==> src/hw/ecc_decode_pkg.sv <==
// Constants shared by the ECC board control-location decoder
package ecc_decode_pkg;
    localparam int ADDR_W = 32;
    localparam int DATA_W = 32;
    localparam int CSR_RESET_W = 32;
    localparam logic [31:0] CSR_RESET = 32'h00000000;
    localparam logic [31:0] DIAG_RESET = 32'h00000000;
    // Switch segment positions, bit 0 is segment one
    localparam int SEG_UNUSED = 0;
    localparam int SEG_BOARD_LO = 1;
    localparam int SEG_BOARD_HI = 4;
    localparam int SEG_DEC_LO = 5;
    localparam int SEG_DEC_HI = 7;
    // Address fields
    localparam int ADDR_TOP_HI = 31;
    localparam int ADDR_TOP_LO = 29;
    localparam int ADDR_SEL_BIT = 2;
    // Board window bits A23:A22 select a board (4MB each)
    localparam int ADDR_BRD_HI = 23;
    localparam int ADDR_BRD_LO = 22;
    // Register offsets within the control window
    localparam logic [31:0] OFS_CSR = 32'hE0C00000;
    localparam logic [31:0] OFS_DIAG = 32'hE0C00004;
    // Check bit initialization pulse length in cycles
    localparam int INIT_PULSE_CYC = 1;
endpackage

==> src/hw/ecc_csr_decode.sv <==
// Control-location decoder of the ECC memory board on the slave bus
// Summary of operation
// - Switch segment one is ignored entirely.
// - Segments two..five pick board 0..3.
// - Closed segment reads on, open reads off.
// - Segments six..eight compare against A31-A29.
// - Open decode segments pull high, match 111.
// - Decode needs board, top match, new strobe; A2 only picks the register.
// - A2 low selects the board control register.
// - A2 high write loads diagnostic latches.
// - A2 high read starts check bit init.
// - Latches write-only, both chips written together.
`timescale 1ns/10ps
module ecc_csr_decode #(
    parameter int DATA_WIDTH = ecc_decode_pkg::DATA_W
) (
    input wire logic i_clk,
    input wire logic i_rst_n,
    input wire logic [7:0] i_ecc_board_config_switch,
    input wire logic i_cyc,
    input wire logic i_we,
    input wire logic [ecc_decode_pkg::ADDR_W-1:0] i_addr,
    input wire logic [DATA_WIDTH-1:0] i_wdata,
    output logic o_ack,
    output logic [DATA_WIDTH-1:0] o_rdata,
    output logic [DATA_WIDTH-1:0] o_csr,
    output logic [DATA_WIDTH-1:0] o_diag_a,
    output logic [DATA_WIDTH-1:0] o_diag_b,
    output logic o_check_init,
    output logic o_board_valid
);
    import ecc_decode_pkg::*;

    initial begin
        if (DATA_WIDTH != 32) $error("DATA_WIDTH must be 32");
    end

    // Segment is on when closed; switch input is 1 when closed
    function automatic logic seg_on(input logic [7:0] sw, input int idx);
        return sw[idx];
    endfunction

    // Board number from the first closed board segment
    function automatic logic [2:0] board_of(input logic [7:0] sw);
        logic [2:0] r;
        r = 3'h4;
        for (int k = SEG_BOARD_HI; k >= SEG_BOARD_LO; k--) begin
            if (seg_on(sw, k)) begin
                r = 3'(k - SEG_BOARD_LO);
            end
        end
        return r;
    endfunction

    typedef struct packed {
        logic ack;
        logic [DATA_WIDTH-1:0] rdata;
        logic [DATA_WIDTH-1:0] csr;
        logic check_init;
        logic board_valid;
        logic prev_cyc;
    } dec_state_type;

    dec_state_type s_q;
    dec_state_type s_d;

    logic [2:0] board_num;
    logic [2:0] dec_bits;
    logic top_match;
    logic brd_match;
    logic hit;
    logic diag_we;
    logic new_cyc;

    // Segment one is deliberately never read
    assign board_num = board_of(i_ecc_board_config_switch);
    // Open segment = off = pulled high, so all-open matches 111
    always_comb begin
        for (int k = 0; k < 3; k++) begin
            dec_bits[2-k] = !seg_on(i_ecc_board_config_switch,
                SEG_DEC_LO + k);
        end
    end
    assign top_match = (i_addr[ADDR_TOP_HI:ADDR_TOP_LO] == dec_bits);
    // Board 0 sits highest in the window, as the default map does
    assign brd_match = (board_num[2] == 1'b0) &&
        (i_addr[ADDR_BRD_HI:ADDR_BRD_LO] == ~board_num[1:0]);
    assign new_cyc = i_cyc && !s_q.prev_cyc;
    assign hit = new_cyc && brd_match && top_match;
    assign diag_we = hit && i_addr[ADDR_SEL_BIT] && i_we;

    // One access per cycle edge; a held strobe answers once
    always_comb begin
        s_d = s_q;
        s_d.prev_cyc = i_cyc;
        s_d.ack = hit;
        s_d.check_init = 1'b0;
        s_d.board_valid = !board_num[2];
        s_d.rdata = '0;
        if (hit && !i_addr[ADDR_SEL_BIT]) begin
            if (i_we) begin
                s_d.csr = i_wdata;
            end else begin
                s_d.rdata = s_q.csr;
            end
        end
        // Latches are write-only; a read kicks initialization instead
        if (hit && i_addr[ADDR_SEL_BIT] && !i_we) begin
            s_d.check_init = 1'b1;
        end
    end

    always_ff @(posedge i_clk) begin
        if (!i_rst_n) begin
            s_q <= '0;
            s_q.csr <= CSR_RESET;
        end else begin
            s_q <= s_d;
        end
    end

    ecc_diag_latch #(
        .WIDTH(DATA_WIDTH)
    ) u_latch (
        .i_clk(i_clk),
        .i_rst_n(i_rst_n),
        .i_we(diag_we),
        .i_data(i_wdata),
        .o_latch_a(o_diag_a),
        .o_latch_b(o_diag_b)
    );

    assign o_ack = s_q.ack;
    assign o_rdata = s_q.rdata;
    assign o_csr = s_q.csr;
    assign o_check_init = s_q.check_init;
    assign o_board_valid = s_q.board_valid;
endmodule

==> src/hw/ecc_diag_latch.sv <==
// Diagnostic latch pair for the two error correction chips
`timescale 1ns/10ps
module ecc_diag_latch #(
    parameter int WIDTH = 32
) (
    input wire logic i_clk,
    input wire logic i_rst_n,
    input wire logic i_we,
    input wire logic [WIDTH-1:0] i_data,
    output logic [WIDTH-1:0] o_latch_a,
    output logic [WIDTH-1:0] o_latch_b
);
    import ecc_decode_pkg::*;

    initial begin
        if (WIDTH < 1) $error("WIDTH must be positive");
    end

    typedef struct packed {
        logic [WIDTH-1:0] a;
        logic [WIDTH-1:0] b;
    } latch_state_type;

    latch_state_type s_q;
    latch_state_type s_d;

    // Both chips load from one write so they never disagree
    always_comb begin
        s_d = s_q;
        if (i_we) begin
            s_d.a = i_data;
            s_d.b = i_data;
        end
    end

    always_ff @(posedge i_clk) begin
        if (!i_rst_n) begin
            s_q.a <= WIDTH'(DIAG_RESET);
            s_q.b <= WIDTH'(DIAG_RESET);
        end else begin
            s_q <= s_d;
        end
    end

    assign o_latch_a = s_q.a;
    assign o_latch_b = s_q.b;
endmodule

==> config.mk <==
export PLATFORM = sky130hd
export DESIGN_NAME = ecc_csr_decode
export DESIGN_NICKNAME = d
export VERILOG_FILES = /design/src/hw/ecc_decode_pkg.sv /design/src/hw/ecc_csr_decode.sv /design/src/hw/ecc_diag_latch.sv
export SDC_FILE = /design/constraint.sdc
export NUM_CORES = 1
export LEC_CHECK = 0
export BUFFER_PORTS_ARGS = -buffer_cell sky130_fd_sc_hd__buf_2
export CAP_MARGIN = 30
export CORE_ASPECT_RATIO = 2
export CORE_UTILIZATION = 47
export CTS_CLUSTER_DIAMETER = 50
export CTS_CLUSTER_SIZE = 10
export DETAILED_ROUTE_END_ITERATION = 10
export PLACE_DENSITY = 0.81
export SLEW_MARGIN = 0
export SYNTH_ARGS = -nofsm -noshare
export SYNTH_HDL_FRONTEND = slang
export SYNTH_SLANG_ARGS = --single-unit
==> constraint.sdc <==
create_clock -name i_clk -period 2.1 [get_ports i_clk]
set_input_delay 0.105 -clock i_clk [delete_from_list [all_inputs] [get_ports i_clk]]
set_output_delay 0.105 -clock i_clk [all_outputs]
set_load 0.05 [all_outputs]
==> results of run 1 <==
## state kept, by name (all words and copies together) (netlist names)
signal             cells
u_latch.o_latch_a     32
o_ack                  1
o_check_init           1
o_board_valid          1
o_rdata               32
o_csr                 32
s_q                    1
## stage by stage
stage	utilization (%)	area (sq um)	std cells
after detailed placement	51.8	4700	634
after global routing	55.3	5020	651
after floorplan	-	4450	473
after global placement	51.8	4700	634
final	55.3	5020	651
after CTS	55.3	5010	650
## final timing paths
kind | to | slack, ps | depth (start not counted)
max reg2reg | u_latch.o_latch_a[26] | 270 | 6
max | u_latch.o_latch_a[26] | 180 | 8
min reg2reg | o_rdata[15] | 460 | 2
min | o_board_valid | 9 | 2
## Yosys cell counts (all sizes together)
master | count | area [sq um]
inv | 1 | 3.75
nor2b | 1 | 6.26
nand2 | 98 | 368
nor4bb | 1 | 10.0
clkbuf | 25 | 93.8
a211o | 1 | 8.76
mux2i | 64 | 641
nor3 | 1 | 5.00
o21ai | 1 | 5.00
xor2 | 3 | 26.3
dfxtp | 100 | 2000
a31oi | 1 | 6.26
nand4 | 1 | 12.5
nor3b | 2 | 15.0
o41a | 1 | 11.3
nand2b | 32 | 200
buf | 103 | 781
nor4b | 1 | 8.76
a2111oi | 1 | 27.5
nor4 | 32 | 200
and2 | 3 | 18.8
## per-layer routing
metal | vias to the layer above | track usage (%) | share of wire (%) | routed length, um
met5 | - | 0 | 0 | 0
met2 | 124 | 35.1 | 53 | 5010
met1 | 1496 | 19.4 | 38 | 3590
li1 | 1603 | - | - | -
met4 | 0 | 12.2 | 4.0 | 381
met3 | 30 | 3.77 | 4.8 | 450
## cell families after synthesis
group,after synthesis,share of synthesized area [%]
simple gates,172,19.0
buf+inv,129,19.7
flops,100,45.0
mux,64,14.4
compound gates,5,1.32
xor+xnor,3,0.590
## power groups by stage
| stage | clock network, mW | registers, mW | logic (mW) |
|---|---|---|---|
| 2_1_floorplan | 0 | 1.96 | 0.123 |
| 3_3_place_gp | 0 | 1.95 | 0.208 |
| 3_5_place_dp | 0 | 1.95 | 0.214 |
| 4_1_cts | 1.73 | 1.90 | 0.216 |
| 5_1_grt | 1.79 | 1.90 | 0.233 |
| 6_report | 1.69 | 1.90 | 0.215 |
## area by class of cell
class / count / area [sq um]
diodes: 1 / 2.50
multi-input cells: 244 / 1570
inverters: 1 / 3.75
clock inverters: 5 / 77.6
fillers: 817 / 4060
flip-flops and latches: 100 / 2000
well taps: 102 / 128
repair buffers: 188 / 1000
clock buffers: 10 / 229
==> run_results.csv, run 1 <==
group,metric,value,unit
run_status,outcome,"completed",
sta,max-slew-margin-rel,38.3,%
sta,fin_setup_tns,0,ps
drt,drcViolationCount,0,
setup_path,cp_top_family,"buffers and inverters",
final_layout,final_common_cell,"buf_2",
min_path,holdCritStartpoint,"i_ecc_board_config_switch[4]",
clock_network,clockBufferDepth,2,
yosys,yosys_warnings,0,
sta,rsz0062_at_grt,"no",
setup_path,crit_chain,"dlygate4sd3_1, buf_2, nor2b_1, nand4_2, buf_4, a211o_2, buf_4, mux2i_1",
clock_network,cts_sinks,100,
floorplanning,start_util,49.0,%
clock_network,hold_buffers,1,
drt,avgRoutedWirePerCell,14.5,um
setup_path,crit_type,"in2reg",
final_layout,final_cell_mix,"buf_2 (179), dfxtp_1 (100), nand2_1 (98)",
pwr,combPwrFrac,5.6,%
global_route,grt_pass1_vias,3209,
floorplanning,dieArea,9890,sq um
setup_path,critPathSlowestCell,"dlygate4sd3_1",
setup_path,crit_required,2310,ps
floorplanning,rows,49,
global_route,grt_first_pass_wirelength,14.8,mm
sta,fmax,522,MHz
pwr,ir_drop,0.417,mV
global_route,antenna_found_initial,1,
drt,drt-initial-drc-count,137,
clock_network,cts_max_level,3,
setup_path,end_kind,"flop",
drt,finalWirelength,9.43,mm
drt,drt_first_pass_iters,8,
floorplanning,core,9070,sq um
sta,finalHoldViolCount,0,
pwr,power.density,760,nW/um^2
placement,dp_slack,320,ps
yosys,ys_seq_area_share,45.0,%
yosys,syn-num-nets,549,
yosys,avgSynthCellArea,9.41,sq um
sta,worst_slew_pin_slew,926,ps
setup_path,r2r_start,"s_q[0]",
setup_path,slowest_delay,520,ps
sta,setup_slack,184,ps
sta,fin_hold_ws,9.30,ps
job,cap_violations,0,
clock_network,cts_buffers,9,
final_layout,drive_above_1_share,37.2,%
sta,finalCriticalPeriod,1920,ps
placement,dp_hpwl,6.76,mm
yosys,synthCells,473,
placement,globalplace.congestion,0.757,
sta,fin_crit_sh,91.2,%
setup_path,crit_start,"i_cyc",
pwr,total_power,3.81,mW
setup_path,cp_max_fo,14,
clock_network,clk_pin_slew,60,ps
clock_network,post_cts_buffers,0,
final_layout,num-nets-final,620,
sta,setup_viol,0,
setup_path,worstPathArrival,2130,ps
floorplanning,io_pins,207,
yosys,syn-cell-area,4450,sq um
floorplanning,die-height,140,um
global_route,grt_overflow,0,
clock_network,cts_tree,"yes",
pwr,p_seq_share,49.9,%
setup_path,critPathLaunchType,"input pin",
pwr,power_switching,802,uW
drt,num_vias,3253,
global_route,grt_max_degree,100,
placement,io_buffers,179,
sta,maxSlewViolCount,0,
pwr,switching_share,21.0,%
setup_path,path_buf_inv,4,
final_layout,syn_to_final_growth,12.7,%
sta,skew,4.04,ps
setup_path,cpMostUsedCell,"buf_4",
clock_network,clk-insertion-delay-late,340,ps
pwr,p_leak,2.50,nW
min_path,hold_path.class,"in2reg",
drt,ant_nets,0,
global_route,track_usage,19.2,%
pwr,clkPwrFrac,44.4,%
yosys,synthDistinctLibCells,23,
floorplanning,fp.dieW,70.8,um
yosys,synth-seq-cells,100,
drt,viasPerCell,5.00,
clock_network,cts_root_buf,"clkbuf_16",
clock_network,cts.repair.resized,0,
pwr,p_int,3.01,mW
(Power assumes the default switching activity.)
==> run 2: changes to the inputs <==
--- a/config.mk
+++ b/config.mk
@@ -8,11 +8,12 @@
 export BUFFER_PORTS_ARGS = -buffer_cell sky130_fd_sc_hd__buf_2
 export CAP_MARGIN = 30
 export CORE_ASPECT_RATIO = 2
-export CORE_UTILIZATION = 47
+export CORE_MARGIN = 3
+export CORE_UTILIZATION = 42
 export CTS_CLUSTER_DIAMETER = 50
 export CTS_CLUSTER_SIZE = 10
 export DETAILED_ROUTE_END_ITERATION = 10
-export PLACE_DENSITY = 0.81
+export PLACE_DENSITY = 0.76
 export SLEW_MARGIN = 0
 export SYNTH_ARGS = -nofsm -noshare
 export SYNTH_HDL_FRONTEND = slang
==> constraint.sdc (replaced) <==
create_clock -name i_clk -period 1.7 [get_ports i_clk]
set_input_delay 0.085 -clock i_clk [delete_from_list [all_inputs] [get_ports i_clk]]
set_output_delay 0.085 -clock i_clk [all_outputs]
set_load 0.05 [all_outputs]
==> run_results.csv, run 2 (synthesis gave the netlist of run 1 again) <==
group,metric,value,unit
final_layout,n_antenna_cell,0,
final_layout,syn_to_final_growth,17.3,%
run_status,outcome,"completed",
global_route,grt_max_degree,100,
setup_path,crit_start,"i_cyc",
sta,worst_slew_pin_slew,485,ps
sta,rsz0062_at_grt,"no",
setup_path,rr_endpoint,"o_csr[22]",
drt,finalWirelength,10.4,mm
clock_network,cts_tree,"yes",
sta,setup_slack,116,ps
final_layout,drive_above_1_share,38.9,%
sta,finalCriticalPeriod,1580,ps
final_layout,design_area,5220,sq um
sta,setup_viol,0,
drt,drt-initial-drc-count,122,
setup_path,critPathLaunchType,"input pin",
floorplanning,start_util,43.6,%
min_path,holdCritStartpoint,"i_wdata[23]",
placement,dp_hpwl,7.62,mm
pwr,power.density,904,nW/um^2
floorplanning,core,10200,sq um
global_route,grt_pass1_vias,3153,
clock_network,clk_pin_slew,70,ps
floorplanning,dieArea,11900,sq um
min_path,hold_end,"u_latch.o_latch_a[23]",
global_route,antenna_found_initial,0,
setup_path,path_buf_inv,4,
drt,avgRoutedWirePerCell,14.9,um
setup_path,worstPathArrival,1850,ps
setup_path,cp_top_family,"buffers and inverters",
floorplanning,io_pins,207,
final_layout,final_cell_mix,"buf_2 (179), dfxtp_1 (100), nand2_1 (98)",
final_layout,final_core_util,51.1,%
floorplanning,rows,52,
setup_path,ff2ff_path_depth,6,
final_layout,final_common_cell,"buf_2",
job,cap_violations,0,
setup_path,critPathSlowestCell,"dlygate4sd3_1",
setup_path,end_kind,"flop",
placement,dp_slack,-17.0,ps
drt,ant_nets,0,
setup_path,r2r_start,"s_q[0]",
global_route,grt_overflow,0,
sta,fin_crit_sh,93.2,%
placement,io_buffers,179,
sta,maxSlewViolCount,0,
placement,placed_area,4790,sq um
sta,fin_setup_tns,0,ps
pwr,p_leak,2.57,nW
drt,viasPerCell,4.70,
clock_network,cts_root_buf,"clkbuf_16",
clock_network,clk-insertion-delay-late,340,ps
placement,globalplace.congestion,0.777,
drt,drcViolationCount,0,
final_layout,num-nets-final,631,
global_route,grt_first_pass_wirelength,15.6,mm
sta,max-slew-margin-rel,67.5,%
setup_path,crit_chain,"dlygate4sd3_1, buf_2, nor2b_4, nand4_4, a2111oi_4, buf_6, buf_12, mux2i_2",
clock_network,clockBufferDepth,2,
setup_path,cp_max_fo,8,
setup_path,crit_type,"in2reg",
min_path,hold_path.class,"in2reg",
setup_path,slowest_delay,520,ps
final_layout,fin_cells,695,
drt,num_vias,3269,
drt,drt_first_pass_iters,4,
clock_network,cts_max_level,3,
pwr,ir_drop,0.624,mV
sta,finalHoldViolCount,0,
setup_path,crit_required,1960,ps
sta,fmax,631,MHz
clock_network,cts_buffers,9,
setup_path,rrSetupSlack,180,ps
clock_network,cts_sinks,100,
floorplanning,fp.dieW,78.8,um
placement,place_inst,672,
min_path,whs_path_depth,3,
sta,skew,10.6,ps
global_route,track_usage,16.9,%
floorplanning,die-height,152,um
run 2: changes by cell type in the layout (fill, tap and decap cells not counted), moves of 2 or more:
cell           previous run  this run
clkinv_4                  0         2
buf_4                     5         9
buf_6                     0         2
clkinv_2                  2         0
dlygate4sd3_1             1         3
run 2: metal layers:
metal / global-route usage, % / vias up / share of wire (%)
met5: 0 / - / 0
met4: 8.32 / 0 / 2.9
met3: 3.37 / 20 / 5.5
met2: 31.3 / 117 / 53
met1: 17.9 / 1505 / 38
li1: - / 1627 / -
run 2: tightest hold or removal path, stage by stage:
cell and delay (ps):
buf_2 100, nand2_1 60, mux2i_1 60
run 2: worst max-delay path by stage:
stage	to	slack, ps	cells past startpoint
final	o_csr[22]	120	8
after global routing	o_csr[0]	20	8
after CTS	o_csr[6]	10	7
after detailed placement	o_csr[0]	-20	5
after global placement	o_csr[13]	20	5
after floorplan	o_csr[10]	60	5
run 2: power breakdown:
part	switching, mW	total (mW)	internal [mW]
registers	0.00381	2.35	2.35
logic	0.178	0.286	0.108
clock network	0.887	2.08	1.19
total	1.07	4.72	3.65
run 2: per-stage QoR:
stage	total power, mW	hold slack (ps)
after detailed placement	2.67	307
after CTS	4.76	6.44
after floorplan	2.57	207
final	4.72	16.9
after global placement	2.67	299
after global routing	4.88	18.4
run 2: layout make-up:
type	count	area [sq um]
tap	135	169
multi-input combinational	244	1600
inverter	1	3.75
clock buffer	10	239
fill	972	5000
timing repair buffer	199	1140
clock inverter	6	71.3
sequential	100	2000
run 2: repair_timing:
item                       CTS  global route
setup endpoints to repair   18            41
buffers inserted             0             3
hold endpoints to repair     2             0
resized for setup            0             9
cloned                       0             1
pin swaps                    1             2
hold buffers                 3             0
==> run 3: changes to the inputs <==
--- a/config.mk
+++ b/config.mk
@@ -9,11 +9,10 @@
 export CAP_MARGIN = 30
 export CORE_ASPECT_RATIO = 2
 export CORE_MARGIN = 3
-export CORE_UTILIZATION = 42
+export CORE_UTILIZATION = 33
 export CTS_CLUSTER_DIAMETER = 50
 export CTS_CLUSTER_SIZE = 10
 export DETAILED_ROUTE_END_ITERATION = 10
-export PLACE_DENSITY = 0.76
 export SLEW_MARGIN = 0
 export SYNTH_ARGS = -nofsm -noshare
 export SYNTH_HDL_FRONTEND = slang
==> run_results.csv, run 3 (synthesis gave the netlist of run 1 again) <==
group,metric,value,unit
run_status,outcome,"completed",
global_route,grt_first_pass_wirelength,16.7,mm
setup_path,worstPathArrival,1870,ps
pwr,p_leak,2.54,nW
placement,globalplace.congestion,0.715,
clock_network,clk_pin_slew,80,ps
sta,fin_crit_sh,93.7,%
drt,drcViolationCount,0,
sta,fmax,627,MHz
clock_network,clk-insertion-delay-late,340,ps
global_route,grt_overflow,0,
sta,setup_viol,0,
sta,setup_slack,106,ps
pwr,power.density,889,nW/um^2
drt,ant_nets,0,
final_layout,fin_cells,711,
pwr,clkPwrFrac,42.5,%
job,cap_violations,0,
sta,skew,8.31,ps
final_layout,drive_above_1_share,38.3,%
drt,drt-initial-drc-count,113,
clock_network,cts_tree,"yes",
final_layout,final_common_cell,"buf_2",
clock_network,cts_sinks,100,
setup_path,critPathLaunchType,"input pin",
setup_path,crit_type,"in2reg",
sta,rsz0062_at_grt,"no",
pwr,switching_share,24.5,%
pwr,power_switching,1.12,mW
floorplanning,dieArea,15000,sq um
sta,max-slew-margin-rel,70.3,%
placement,dp_slack,12.5,ps
floorplanning,start_util,33.9,%
floorplanning,core,13100,sq um
drt,viasPerCell,4.63,
placement,dp_hpwl,7.99,mm
setup_path,cp_max_fo,11,
pwr,combPwrFrac,6.3,%
min_path,holdCritStartpoint,"i_wdata[23]",
floorplanning,fp.dieW,88.1,um
sta,maxSlewViolCount,0,
drt,num_vias,3292,
sta,finalCriticalPeriod,1590,ps
sta,fin_hold_ws,10.6,ps
min_path,hold_path.class,"in2reg",
placement,place_inst,689,
final_layout,final_cell_mix,"buf_2 (179), dfxtp_1 (100), nand2_1 (98)",
clock_network,cts_max_level,3,
drt,drt_first_pass_iters,4,
final_layout,syn_to_final_growth,16.0,%
drt,finalWirelength,10.9,mm
setup_path,r2r_start,"s_q[0]",
final_layout,num-nets-final,630,
sta,fin_setup_tns,0,ps
drt,avgRoutedWirePerCell,15.4,um
setup_path,end_kind,"flop",
final_layout,n_antenna_cell,0,
global_route,grt_pass1_vias,3280,
pwr,p_int,3.47,mW
sta,worst_slew_pin_slew,445,ps
floorplanning,io_pins,207,
sta,finalHoldViolCount,0,
global_route,antenna_found_initial,0,
setup_path,crit_start,"i_cyc",
clock_network,cts_buffers,9,
floorplanning,die-height,170,um
clock_network,cts_root_buf,"clkbuf_16",
setup_path,crit_required,1970,ps
placement,io_buffers,179,
pwr,ir_drop,0.425,mV
pwr,p_seq_share,51.2,%
clock_network,clockBufferDepth,2,
floorplanning,rows,59,
global_route,grt_max_degree,47,
global_route,track_usage,14.4,%
run 3: cell count changes in the layout (fill, tap and decap cells not counted), sizes merged:
cell / before / now
buf: 195 / 193
bufinv: 1 / 0
clkbuf: 11 / 10
clkinv: 2 / 3
clkinvlp: 2 / 1
dlygate4sd3: 3 / 4
inv: 2 / 4
run 3: what timing repair did:
item / in CTS / in global routing
pin swaps: 1 / 2
hold buffers: 4 / 0
hold endpoints to repair: 4 / 0
cloned: 0 / 1
setup buffers: 0 / 1
gates resized for setup: 0 / 4
endpoints found under the setup margin: 2 / 25
run 3: layout make-up:
| type | instances | area [sq um] |
|---|---|---|
| Multi-Input combinational cell | 244 | 1590 |
| Sequential cell | 100 | 2000 |
| Fill cell | 1358 | 7980 |
| Timing Repair Buffer | 198 | 1090 |
| Clock inverter | 7 | 58.8 |
| Clock buffer | 9 | 225 |
| Tap cell | 152 | 190 |
| Inverter | 1 | 3.75 |
run 3: final timing paths:
check	cells past startpoint	endpoint	slack [ps]
min	3	u_latch.o_latch_a[23]	10
max reg2reg	6	o_csr[4]	170
max	8	o_csr[4]	110
min reg2reg	2	o_rdata[10]	470
run 3: power by group through the flow:
stage / combinational [mW] / clock [mW] / sequential (mW)
2_1_floorplan: 0.152 / 0 / 2.42
3_3_place_gp: 0.271 / 0 / 2.40
3_5_place_dp: 0.276 / 0 / 2.40
4_1_cts: 0.284 / 2.02 / 2.35
5_1_grt: 0.316 / 2.10 / 2.35
6_report: 0.288 / 1.95 / 2.35
run 3: per-stage QoR:
stage / cell area, sq um / util (%) / power (mW)
after floorplan: 4450 / - / 2.57
after global placement: 4790 / 36.4 / 2.68
after detailed placement: 4790 / 36.4 / 2.68
after CTS: 5110 / 38.9 / 4.65
after global routing: 5160 / 39.3 / 4.77
final: 5160 / 39.3 / 4.59
run 3: critical path: stages:
cell           delay, ps
dlygate4sd3_1        520
buf_2                110
nor2b_4              150
nand4_4              120
a2111oi_4            290
buf_4                200
clkbuf_16            190
mux2i_1              200
run 3: metal layers:
layer  track usage (%)  vias to the layer above  routed length (um)
met5                 0                        -                   0
met4              5.92                        0                 259
met3              2.81                       16                 495
met2              26.5                      112                5990
met1              15.5                     1542                4210
li1                  -                     1622                   -
